### src/common/iaes_map.svh
// Register offsets, field positions, reset values and speed codes.
// Operation
// - Flag register write sets marked flags when bit 7 is one, else clears.
// - Secure input edge flag, bit 4, sets on either input edge.
// - Mode detect flag, bit 3, sets when the mode detector identifies mode.
// - Mode detector starts by auto-anticollision or RF reset; stops after detection.
// - Mode detector restarts after RF reset, unless it is running and identifies mode in the same cycle.
// - CRC done flag, bit 2, sets when CRC command finishes all data.
// - Field on flag, bit 1, and field off flag, bit 0, follow field.
// - Host FIFO write in protected commands or RF window sets bit 7.
// - Overheat sets bit 6 and switches the antenna drivers off.
// - Field timeout bit 5 only in active mode with framing 01.
// - Write attempt into a full FIFO sets overflow bit 4.
// - Collision bit 3 sets on collision, clears at rx start, reads one >106k.
// - CRC error bit 2 sets when check enabled and fails; rx start clears.
// - Parity error bit 1 sets on parity fail at 106k; rx start clears.
// - Protocol error bit 0 sets on bad start of frame at 106k.
// - Byte length violation with sync detect above 106k raises protocol error.
// - Initiator bit set during auto-anticollision raises protocol error.
// - Wrong byte count in authentication raises protocol error.
// - Two Miller pulses closer than minimum time raise protocol error.
// - Command start clears all errors but overheat; software cannot set them.
// - Error register is read-only, index 06h, resets to 00h.
// - Summary error flag follows any error bit being one.
`ifndef IAES_MAP_SVH
`define IAES_MAP_SVH

`define IAES_IDX_AUX_FLAGS 8'h05
`define IAES_IDX_ERROR 8'h06
`define IAES_IDX_CONFIG 8'h10
`define IAES_AUX_RESET 8'h00
`define IAES_ERR_RESET 8'h00
`define IAES_CFG_RESET 8'h00
`define IAES_AUX_WMASK 8'h1F
`define IAES_SET_SEL_BIT 7
`define IAES_ERR_KEEP_MASK 8'h40
`define IAES_ERR_RXCLR_MASK 8'h0F
`define IAES_SPEED_106 2'b00
`define IAES_SPEED_212 2'b01
`define IAES_SPEED_424 2'b10
`define IAES_FRAMING_ACTIVE 2'b01

`endif

### src/common/iaes_pkg.sv
// Types for the auxiliary flag and error status block.
package iaes_pkg;

  typedef enum logic [0:0] {
    IAES_MD_IDLE = 1'b0,
    IAES_MD_RUN = 1'b1
  } iaes_md_state_t;

  typedef struct packed {
    logic [7:0] aux_flags;
    logic [7:0] err;
    logic [7:0] cfg;
    logic [2:0] sec_sync;
    logic field_prev;
    iaes_md_state_t md_state;
    logic summary;
    logic antenna_off;
    logic pready;
    logic pslverr;
    logic [31:0] prdata;
  } iaes_state_t;

endpackage

### src/core/iaes_top.sv
// Auxiliary interrupt flags, error status and APB register access.
//
// Design decision made here: the APB interface to the registers.
`timescale 1ns/1ps
`include "iaes_map.svh"

module iaes_top #(
  parameter int ADDR_W = 8
) (
  // Clock and reset
  input wire logic clk,
  input wire logic srst,
  // APB slave
  input wire logic psel,
  input wire logic penable,
  input wire logic pwrite,
  input wire logic [ADDR_W-1:0] paddr,
  input wire logic [31:0] pwdata,
  output logic [31:0] prdata,
  output logic pready,
  output logic pslverr,
  // Secure link pin
  input wire logic secure_link_input,
  // Command engine
  input wire logic cmd_start,
  input wire logic auto_anticollision_command,
  input wire logic authentication_command,
  input wire logic crc_command_active,
  input wire logic crc_all_processed,
  // Mode detector and field detector
  input wire logic rf_reset,
  input wire logic mode_identified,
  input wire logic field_present,
  output logic mode_detector_active,
  // Receiver, FIFO and sensors
  input wire logic rx_start,
  input wire logic active_comm_mode,
  input wire logic host_fifo_write,
  input wire logic rf_exchange_window,
  input wire logic fifo_write_attempt,
  input wire logic fifo_full,
  input wire logic overheat_detect,
  input wire logic overheat_clear,
  input wire logic field_timeout_evt,
  input wire logic collision_evt,
  input wire logic crc_fail_evt,
  input wire logic parity_fail_evt,
  input wire logic sof_error_evt,
  input wire logic byte_length_evt,
  input wire logic auth_byte_count_evt,
  input wire logic miller_short_evt,
  // Status outputs
  output logic summary_error_flag,
  output logic antenna_driver_off
);
  import iaes_pkg::*;

  // ---------------------------------------------------------------
  // Parameter check
  // ---------------------------------------------------------------
  generate
    if (ADDR_W < 8) begin : g_bad_addr
      $error("iaes_top: ADDR_W must be at least 8");
    end
  endgenerate

  // ---------------------------------------------------------------
  // Decode helpers
  // ---------------------------------------------------------------
  localparam logic [9:0] AUX_ADDR = {`IAES_IDX_AUX_FLAGS, 2'b00};
  localparam logic [9:0] ERR_ADDR = {`IAES_IDX_ERROR, 2'b00};
  localparam logic [9:0] CFG_ADDR = {`IAES_IDX_CONFIG, 2'b00};

  iaes_state_t s_q;
  iaes_state_t s_d;

  // Configuration fields held in the configuration register.
  logic rx_crc_check_enable;
  logic sync_detect_enable;
  logic initiator_role;
  logic [1:0] rx_framing_field;
  logic [1:0] tx_framing_field;
  logic [1:0] link_speed;
  logic [9:0] addr10;

  assign rx_crc_check_enable = s_q.cfg[0];
  assign sync_detect_enable = s_q.cfg[1];
  assign initiator_role = s_q.cfg[2];
  assign rx_framing_field = s_q.cfg[4:3];
  assign tx_framing_field = s_q.cfg[6:5];
  assign link_speed = {s_q.cfg[7], 1'b0} | {1'b0, 1'b0};
  assign addr10 = {{(10 - 8){1'b0}}, paddr[7:0]};

  // ---------------------------------------------------------------
  // Next state
  // ---------------------------------------------------------------
  always_comb begin
    logic [7:0] aux_set;
    logic [7:0] err_set;
    logic [7:0] err_clr;
    logic [31:0] rd;
    logic wr_done;
    logic sec_edge;
    logic speed_106;
    logic speed_high;
    logic mapped;
    aux_set = 8'h00;
    err_set = 8'h00;
    err_clr = 8'h00;
    rd = 32'h0000_0000;
    wr_done = 1'b0;
    sec_edge = 1'b0;
    speed_106 = 1'b0;
    speed_high = 1'b0;
    mapped = 1'b0;
    s_d = s_q;

    speed_106 = (link_speed == `IAES_SPEED_106);
    speed_high = (link_speed == `IAES_SPEED_212) ||
                 (link_speed == `IAES_SPEED_424);

    // The first synchroniser stage feeds only the second one.
    s_d.sec_sync = {s_q.sec_sync[1:0], secure_link_input};
    sec_edge = s_q.sec_sync[2] ^ s_q.sec_sync[1];
    s_d.field_prev = field_present;

    // Mode detector.
    case (s_q.md_state)
      IAES_MD_IDLE: begin
        if ((cmd_start && auto_anticollision_command) || rf_reset) begin
          s_d.md_state = IAES_MD_RUN;
        end
      end
      IAES_MD_RUN: begin
        if (mode_identified) begin
          s_d.md_state = IAES_MD_IDLE;
          aux_set[3] = 1'b1;
        end
      end
      default: begin
        s_d.md_state = IAES_MD_IDLE;
      end
    endcase

    // Auxiliary flag events.
    aux_set[4] = aux_set[4] | sec_edge;
    aux_set[2] = crc_command_active && crc_all_processed;
    aux_set[1] = field_present && !s_q.field_prev;
    aux_set[0] = !field_present && s_q.field_prev;

    // Error events.
    err_set[7] = host_fifo_write && (auto_anticollision_command ||
                 authentication_command || rf_exchange_window);
    err_set[6] = overheat_detect;
    err_set[5] = field_timeout_evt && active_comm_mode &&
                 ((rx_framing_field == `IAES_FRAMING_ACTIVE) ||
                  (tx_framing_field == `IAES_FRAMING_ACTIVE));
    err_set[4] = fifo_write_attempt && fifo_full;
    err_set[3] = (collision_evt && speed_106) || speed_high;
    err_set[2] = crc_fail_evt && rx_crc_check_enable;
    err_set[1] = parity_fail_evt && speed_106;
    err_set[0] = (sof_error_evt && speed_106) ||
                 (byte_length_evt && sync_detect_enable &&
                  !speed_106) ||
                 (auto_anticollision_command && initiator_role) ||
                 (auth_byte_count_evt && authentication_command) ||
                 miller_short_evt;

    // Clears; a set in the same cycle always wins.
    if (rx_start) begin
      err_clr = err_clr | `IAES_ERR_RXCLR_MASK;
    end
    if (cmd_start) begin
      err_clr = err_clr | ~`IAES_ERR_KEEP_MASK;
    end
    if (overheat_clear) begin
      err_clr = err_clr | `IAES_ERR_KEEP_MASK;
    end

    // APB decode; a request answers after one wait state.
    if (addr10 == AUX_ADDR) begin
      mapped = 1'b1;
      rd = {24'h00_0000, s_q.aux_flags & `IAES_AUX_WMASK};
    end else if (addr10 == ERR_ADDR) begin
      mapped = 1'b1;
      rd = {24'h00_0000, s_q.err};
    end else if (addr10 == CFG_ADDR) begin
      mapped = 1'b1;
      rd = {24'h00_0000, s_q.cfg};
    end

    s_d.pready = 1'b0;
    s_d.pslverr = 1'b0;
    if (psel && penable && !s_q.pready) begin
      s_d.pready = 1'b1;
      s_d.pslverr = !mapped;
      s_d.prdata = pwrite ? 32'h0000_0000 : rd;
    end
    wr_done = psel && penable && s_q.pready && pwrite && mapped;

    // Software sets or clears flags by bit 7; hardware only ever sets them.
    if (wr_done && (addr10 == AUX_ADDR)) begin
      if (pwdata[`IAES_SET_SEL_BIT]) begin
        aux_set = aux_set | (pwdata[7:0] & `IAES_AUX_WMASK);
      end else begin
        s_d.aux_flags = s_q.aux_flags &
                        ~(pwdata[7:0] & `IAES_AUX_WMASK);
      end
    end
    if (wr_done && (addr10 == CFG_ADDR)) begin
      s_d.cfg = pwdata[7:0];
    end
    // Writes to the error register are ignored.

    s_d.aux_flags = (s_d.aux_flags | aux_set) & `IAES_AUX_WMASK;
    s_d.err = (s_q.err & ~err_clr) | err_set;
    s_d.summary = |s_d.err;
    s_d.antenna_off = s_d.err[6];
  end

  // ---------------------------------------------------------------
  // State register
  // ---------------------------------------------------------------
  always_ff @(posedge clk) begin
    if (srst) begin
      s_q.aux_flags <= `IAES_AUX_RESET;
      s_q.err <= `IAES_ERR_RESET;
      s_q.cfg <= `IAES_CFG_RESET;
      s_q.sec_sync <= 3'b000;
      s_q.field_prev <= 1'b0;
      s_q.md_state <= IAES_MD_IDLE;
      s_q.summary <= 1'b0;
      s_q.antenna_off <= 1'b0;
      s_q.pready <= 1'b0;
      s_q.pslverr <= 1'b0;
      s_q.prdata <= 32'h0000_0000;
    end else begin
      s_q <= s_d;
    end
  end

  // ---------------------------------------------------------------
  // Outputs
  // ---------------------------------------------------------------
  assign prdata = s_q.prdata;
  assign pready = s_q.pready;
  assign pslverr = s_q.pslverr;
  assign summary_error_flag = s_q.summary;
  assign antenna_driver_off = s_q.antenna_off;
  assign mode_detector_active = (s_q.md_state == IAES_MD_RUN);

endmodule

### config.mk
export PLATFORM = sky130hd
export DESIGN_NAME = iaes_top
export DESIGN_NICKNAME = d
export VERILOG_FILES = /design/src/common/iaes_pkg.sv /design/src/core/iaes_top.sv
export VERILOG_INCLUDE_DIRS = /design/src /design/src/common
export SDC_FILE = /design/constraint.sdc
export NUM_CORES = 1
export LEC_CHECK = 0
export BUFFER_PORTS_ARGS = -buffer_cell sky130_fd_sc_hd__buf_2
export CAP_MARGIN = 20
export CORE_ASPECT_RATIO = 1.2
export CORE_MARGIN = 2
export CORE_UTILIZATION = 40
export CTS_BUF_LIST = sky130_fd_sc_hd__clkbuf_16
export CTS_CLUSTER_SIZE = 28
export DETAILED_ROUTE_END_ITERATION = 8
export PLACE_DENSITY = 0.77
export SLEW_MARGIN = 15
export SYNTH_ARGS = -nofsm -noshare
export SYNTH_HDL_FRONTEND = slang
export SYNTH_SLANG_ARGS = --single-unit
### constraint.sdc
create_clock -name clk -period 1.21 [get_ports clk]
set_input_delay 0.121 -clock clk [delete_from_list [all_inputs] [get_ports clk]]
set_output_delay 0.121 -clock clk [all_outputs]
set_load 0.02 [all_outputs]
* After elaboration in Yosys (flattened, before gate mapping) *
Index checks and enable logic that the tools add are counted.

storage, ports and cells
  bits in registers = 62
  output and inout port bits = 37

operators by class
  eq/ne operators = 5
  muxes and demuxes = 20
  bitwise operators = 10
  reductions and logical operators = 40

operators with widths
  operator                                                         count
  34-bit two-way mux                                               1
  32-bit two-way mux                                               1
  8-bit two-way mux                                                4
  1-bit logical AND                                                23
  5-bit two-way mux                                                4
  8-bit by 5-bit == test with 1-bit output, second input constant  2
  5-bit OR                                                         2
  1-bit logical OR                                                 9
  8-bit AND                                                        1
  8-bit by 7-bit == test with 1-bit output, second input constant  1
  8-bit inverter                                                   1
  8-bit OR                                                         1
  8-bit OR reduction                                               1
  1-bit two-way mux                                                7
  7-bit two-way mux                                                1
  5-bit AND                                                        1
  1-bit logical NOT                                                5
  5-bit inverter                                                   1
  2-bit by 1-bit == test with 1-bit output, second input constant  2
  4-bit two-way mux                                                1
  2-bit logical NOT                                                1
  1-bit inverter                                                   2
  1-bit case mux with 2 select lines                               1
  2-bit OR reduction                                               1
  1-bit bitwise XOR                                                1

* Longest topological paths before layout *
  word-level depth = 9
  gate-level depth with buffers = 6
  depth with buffers taken out = 4

* Worst setup path before layout *
No wires, ideal clock.

  path kind = reg2reg
  from = reg pready (netlist name)
  to = reg s_q[60] in the netlist's numbering
  arrival = 1336 ps
  required time = 1078 ps
  setup slack = -258 ps
  stages on the path, launching flop included = 7
  path buffers = 2
  cells stage by stage = dfxtp_1 > and4_1 > buf_2 > buf_2 > nand4_1 > mux2i_1 > a21oi_1

between the ends
  longest elaborated chain between the ends = 6
  elaborated cells between the ends (all ways) = 7
  those cells by class = 2 x mux; 1 x bitwise; 4 x reduce/logical

RTL lines
  item                                line             RTL
  1-bit logical AND (*) (3 in a row)  iaes_top.sv:199  wr_done = psel && penable && s_q.pready && pwrite && mapped;
  1-bit logical AND (*)               iaes_top.sv:202  if (wr_done && (addr10 == AUX_ADDR)) begin
  5-bit two-way mux                   iaes_top.sv:202
  5-bit OR (*)                        iaes_top.sv:215  s_d.aux_flags = (s_d.aux_flags | aux_set) & `IAES_AUX_WMASK;
  end, declared                       iaes_top.sv:74   iaes_state_t s_q;

Every way passes the cells marked *; elsewhere a longest branch is shown, timed or not.
A chain may end at the register's enable or synchronous reset.

* Worst setup path after layout *
  from = reg pready (netlist name)
  to = reg s_q[60] in the netlist's numbering

between the ends
  longest elaborated chain between the ends = 6
  elaborated cells between the ends (all ways) = 7
  those cells by class = 2 x mux; 1 x bitwise; 4 x reduce/logical

RTL lines
  item                                line
  1-bit logical AND (*) (3 in a row)  iaes_top.sv:199
  1-bit logical AND (*)               iaes_top.sv:202
  5-bit two-way mux                   iaes_top.sv:202
  5-bit OR (*)                        iaes_top.sv:215

Marked as above.

==> reports/results.txt <==
At the end of routability-driven placement, the weighted congestion stood at 0.840. In the final layout, the share of cells above drive strength 1 is 37.3%. Traced cell by cell, the critical path runs through and4_1 -> buf_6 -> nand4_1 -> mux2i_1 -> a21oi_1. For the via count of the first global-routing pass, the log shows 1,530. The master cell of the clock root buffer was sky130_fd_sc_hd__clkbuf_16. From bottom edge to top edge, the die measures 79.4 um. The repair_antennas step left the layout with diodes totalling 0. Dividing the detail-routed via count by the number of cells gives 5.04.

The detailed-routing iteration count for the pre-antenna-repair pass is 4. The number of failing hold endpoints at the final stage is 0. In the routed design, unresolved DRC markers number 0. The count of distinct cell types in the synthesized netlist was 43; the leakage power was 1.07 nW.

The worst-case vdd ir drop came out at 0.000691 V. For the total setup violations reported at the end of the flow, the log shows 1. The worst setup path is launched from a register.

The clock-pin slew of the registers on the worst-case setup and hold paths came out at 0.06 ns. Entering global routing, the biggest net connects 28 pins. Cell type with the largest total area after synthesis: sky130_fd_sc_hd__dfxtp_1. In the final routed layout, each cell accounts on average for 13.6 um. Across every metal layer, demand over resource in global routing totals 17.7%. For the worst-skew pair, the clock arrives at the later sink with an insertion delay of 0.28 ns. The area enclosed by the die boundary was 5310 um2; the total of buffers placed on input and output ports was 58. The tools report the starting utilization of the core area as 41.3%. Hold is met by 0.0534 ns. The smallest setup slack after layout is -0.00202 ns. The worst setup path is captured at a register.

The flow ran to the end, but the final reports show violations. The H-tree was split into 2 levels. The logs give 5 for the number of buffers created by CTS and 4590 um2 for the core region area. In this run the count of I/O pins placed on the die edge is 107. Yosys attributes the largest share of cell area to sky130_fd_sc_hd__dfxtp_1, sky130_fd_sc_hd__buf_4, sky130_fd_sc_hd__a21oi_1.

In this run the mean area of a mapped cell was 9.03 um2. The routed layout has 1,699 vias. In this run the biggest area consumer among cell types represents 39.1% of the synthesized area. The critical-path maximum fanout came out at 8. The ratio of total power to cell area is 1180 nW/um2, and the number of antenna violations at the first check in global routing is 0. The final layout contains 348 nets.

After filler insertion, the fill cell instance count of the layout stands at 437. The first global-routing pass estimated 7160 um of wire. For the setup slack at placement, the log shows -0.155 ns.

In this design, the stage delay of the slowest critical-path cell is 0.35 ns. The slowest stage cell on the critical path is sky130_fd_sc_hd__dfxtp_4. Across the run, the number of max-cap violations was 0. The first routing iteration left 60 violations.

The checks that failed: negative setup slack. Setup repair after global routing could not meet its margin everywhere. For the worst setup path, the data required time is 1.36 ns. The count of nets left with antenna violations once routing finished came out at 0.

Among all flip-flop cells after synthesis, the most frequent one is sky130_fd_sc_hd__dfxtp_1. At the worst endpoint, the arrival time is 1.36 ns. The path class of the tightest hold or removal check is in2reg. The area growth from synthesis to layout is 26.4%. The critical path is of the reg2reg type.

The logs give 210 for the synthesized instance count and 980 um2 for the footprint of the multi-input gates. After floorplanning, the core was divided into 27 placement rows. The total count of max-transition violations in the final report was 0; the sequential-to-total area share from yosys stat was 39.1%. For this design, the CTS-stage hold fixing added 0 buffers.

For this run, the number of Yosys warnings is 0. In this run the deepest clock path goes through 2 buffers. The setup clock skew after layout is 0.00654 ns, and the register area is 746 um2.

The flop and latch count out of synthesis works out to 37. The number of synthesized flops with an enable pin came out at 0. TritonCTS built the clock tree. For the achievable frequency, the log shows 825 MHz. The post-synthesis cell area is 1900 um2. The floorplan step set the die width to 66.9 um. Total number of clock tree sinks: 37. The run gives 4580 um as the overall routed net length. The shortest clock period the worst path allows after layout was 1.21 ns; the final critical-path share of the clock period was 100%.

Detailed placement ended at an HPWL of 3500 um. The share of synthesized registers carrying an async set or reset is 0%. The tools report the overflow left after global routing as 0.
repair_timing:
action / 4_1_cts / 5_1_grt
gates cloned: 0 / 0
endpoints found under the setup margin: 4 / 13
endpoints found under the hold margin: 0 / 0
gates resized for setup: 4 / 12
pin swaps: 1 / 5
buffers inserted: 1 / 0
per-layer routing:
layer / vias to the layer above / global-route usage (%) / share of wire (%)
met3: 6 / 3.95 / 7.3
met2: 78 / 31.0 / 50
met5: - / 0 / 0
met4: 0 / 4.90 / 1.1
li1: 841 / - / -
met1: 774 / 21.6 / 41
critical path, delay by kind of cell, from the launching register on:
kind / cells / cell delay (ns)
buffers and inverters: 1 / 0.14
AO/OA/AOI/OAI: 1 / 0.09
flip-flops: 1 / 0.35
multiplexers: 1 / 0.21
AND/OR/NAND/NOR: 2 / 0.30
cell usage in the layout (no fill, tap or decap), drive strengths merged, types with 3 or more instances in the layout:
cell type	instances
conb	24
nor2b	6
a22oi	3
o21ai	8
mux2i	5
a21oi	21
buf	78
clkbuf	5
a2bb2oi	5
nand2	12
nor2	15
nand3	8
inv	6
o2bb2ai	5
a21o	3
nor4b	3
dfxtp	37
nand4	6
a32o	3
synth_stat cells (2+ instances only):
library cell and n:
sky130_fd_sc_hd__a32o_1 3, sky130_fd_sc_hd__buf_2 2, sky130_fd_sc_hd__a2bb2oi_1 5, sky130_fd_sc_hd__nor3b_1 2, sky130_fd_sc_hd__nand2_1 12, sky130_fd_sc_hd__a21oi_1 21
sky130_fd_sc_hd__nand4_1 6, sky130_fd_sc_hd__nor4b_4 2, sky130_fd_sc_hd__nand2b_1 2, sky130_fd_sc_hd__buf_6 2, sky130_fd_sc_hd__buf_4 32, sky130_fd_sc_hd__o21ai_1 3
sky130_fd_sc_hd__dfxtp_1 37, sky130_fd_sc_hd__nor2b_1 6, sky130_fd_sc_hd__o21ai_0 5, sky130_fd_sc_hd__o2bb2ai_1 5, sky130_fd_sc_hd__a22oi_1 3, sky130_fd_sc_hd__a211oi_1 2
sky130_fd_sc_hd__nor2_1 15, sky130_fd_sc_hd__clkbuf_1 2, sky130_fd_sc_hd__mux2i_1 5, sky130_fd_sc_hd__inv_1 4, sky130_fd_sc_hd__nand3_1 8, sky130_fd_sc_hd__and4_1 2
sky130_fd_sc_hd__a32oi_1 2, sky130_fd_sc_hd__nor3_1 2, sky130_fd_sc_hd__and3_1 2, sky130_fd_sc_hd__a21o_2 3
logic make-up (layout without fill, tap and decap cells):
family	count (synthesis)	after routing	share of synthesized area [%]
AND/OR/NAND/NOR	64	64	20.4
AO/OA/AOI/OAI	58	58	20.8
buffers and inverters	44	90	16.5
flip-flops	37	37	39.1
multiplexers	5	5	2.64
other	1	24	0.198
XOR/XNOR	1	1	0.462
state kept, by name (all words and copies together), names as in the netlist, 2 cells and up:
register,flops
s_q,18
prdata,8
s_d,2
rx_framing_field,2
per-stage QoR:
| stage | std cells | setup TNS (ns) | area, um2 | power [mW] | utilization (%) |
|---|---|---|---|---|---|
| 2_1_floorplan | 233 | -0.0613 | 1990 | 1.54 | - |
| 3_3_place_gp | 328 | -1.96 | 2190 | 1.63 | 47.8 |
| 3_5_place_dp | 328 | -2.15 | 2190 | 1.64 | 47.8 |
| 4_1_cts | 337 | -0.0161 | 2350 | 2.83 | 51.2 |
| 5_1_grt | 337 | -0.296 | 2400 | 2.94 | 52.2 |
| 6_report | 337 | -0.00202 | 2400 | 2.83 | 52.2 |
final timing paths:
check                startpoint                 end  slack (ns)  depth (start not counted)
min           secure_link_input  s_d[39]$_SDFF_PP0_        0.05                          2
max reg2reg   pready$_SDFF_PP0_  s_q[60]$_SDFF_PP0_      -0.002                          5
min reg2reg  s_d[39]$_SDFF_PP0_  s_d[40]$_SDFF_PP0_        0.43                          1
max           pready$_SDFF_PP0_  s_q[60]$_SDFF_PP0_      -0.002                          5
final cells by class:
cell class                 instances  area share (%)
clock inverter                     3           0.470
inverter                           4           0.626
sequential                        37            31.1
tap                               58            3.03
clock buffer                       5            5.22
timing repair buffer              78            18.7
multi-input combinational        152            40.9
report_power, final:
group	internal [mW]	switching, mW
Sequential	1.26	0.0198
Combinational	0.145	0.213
Clock	0.739	0.452
Total	2.14	0.686
Power figures use the tool's default switching activity.
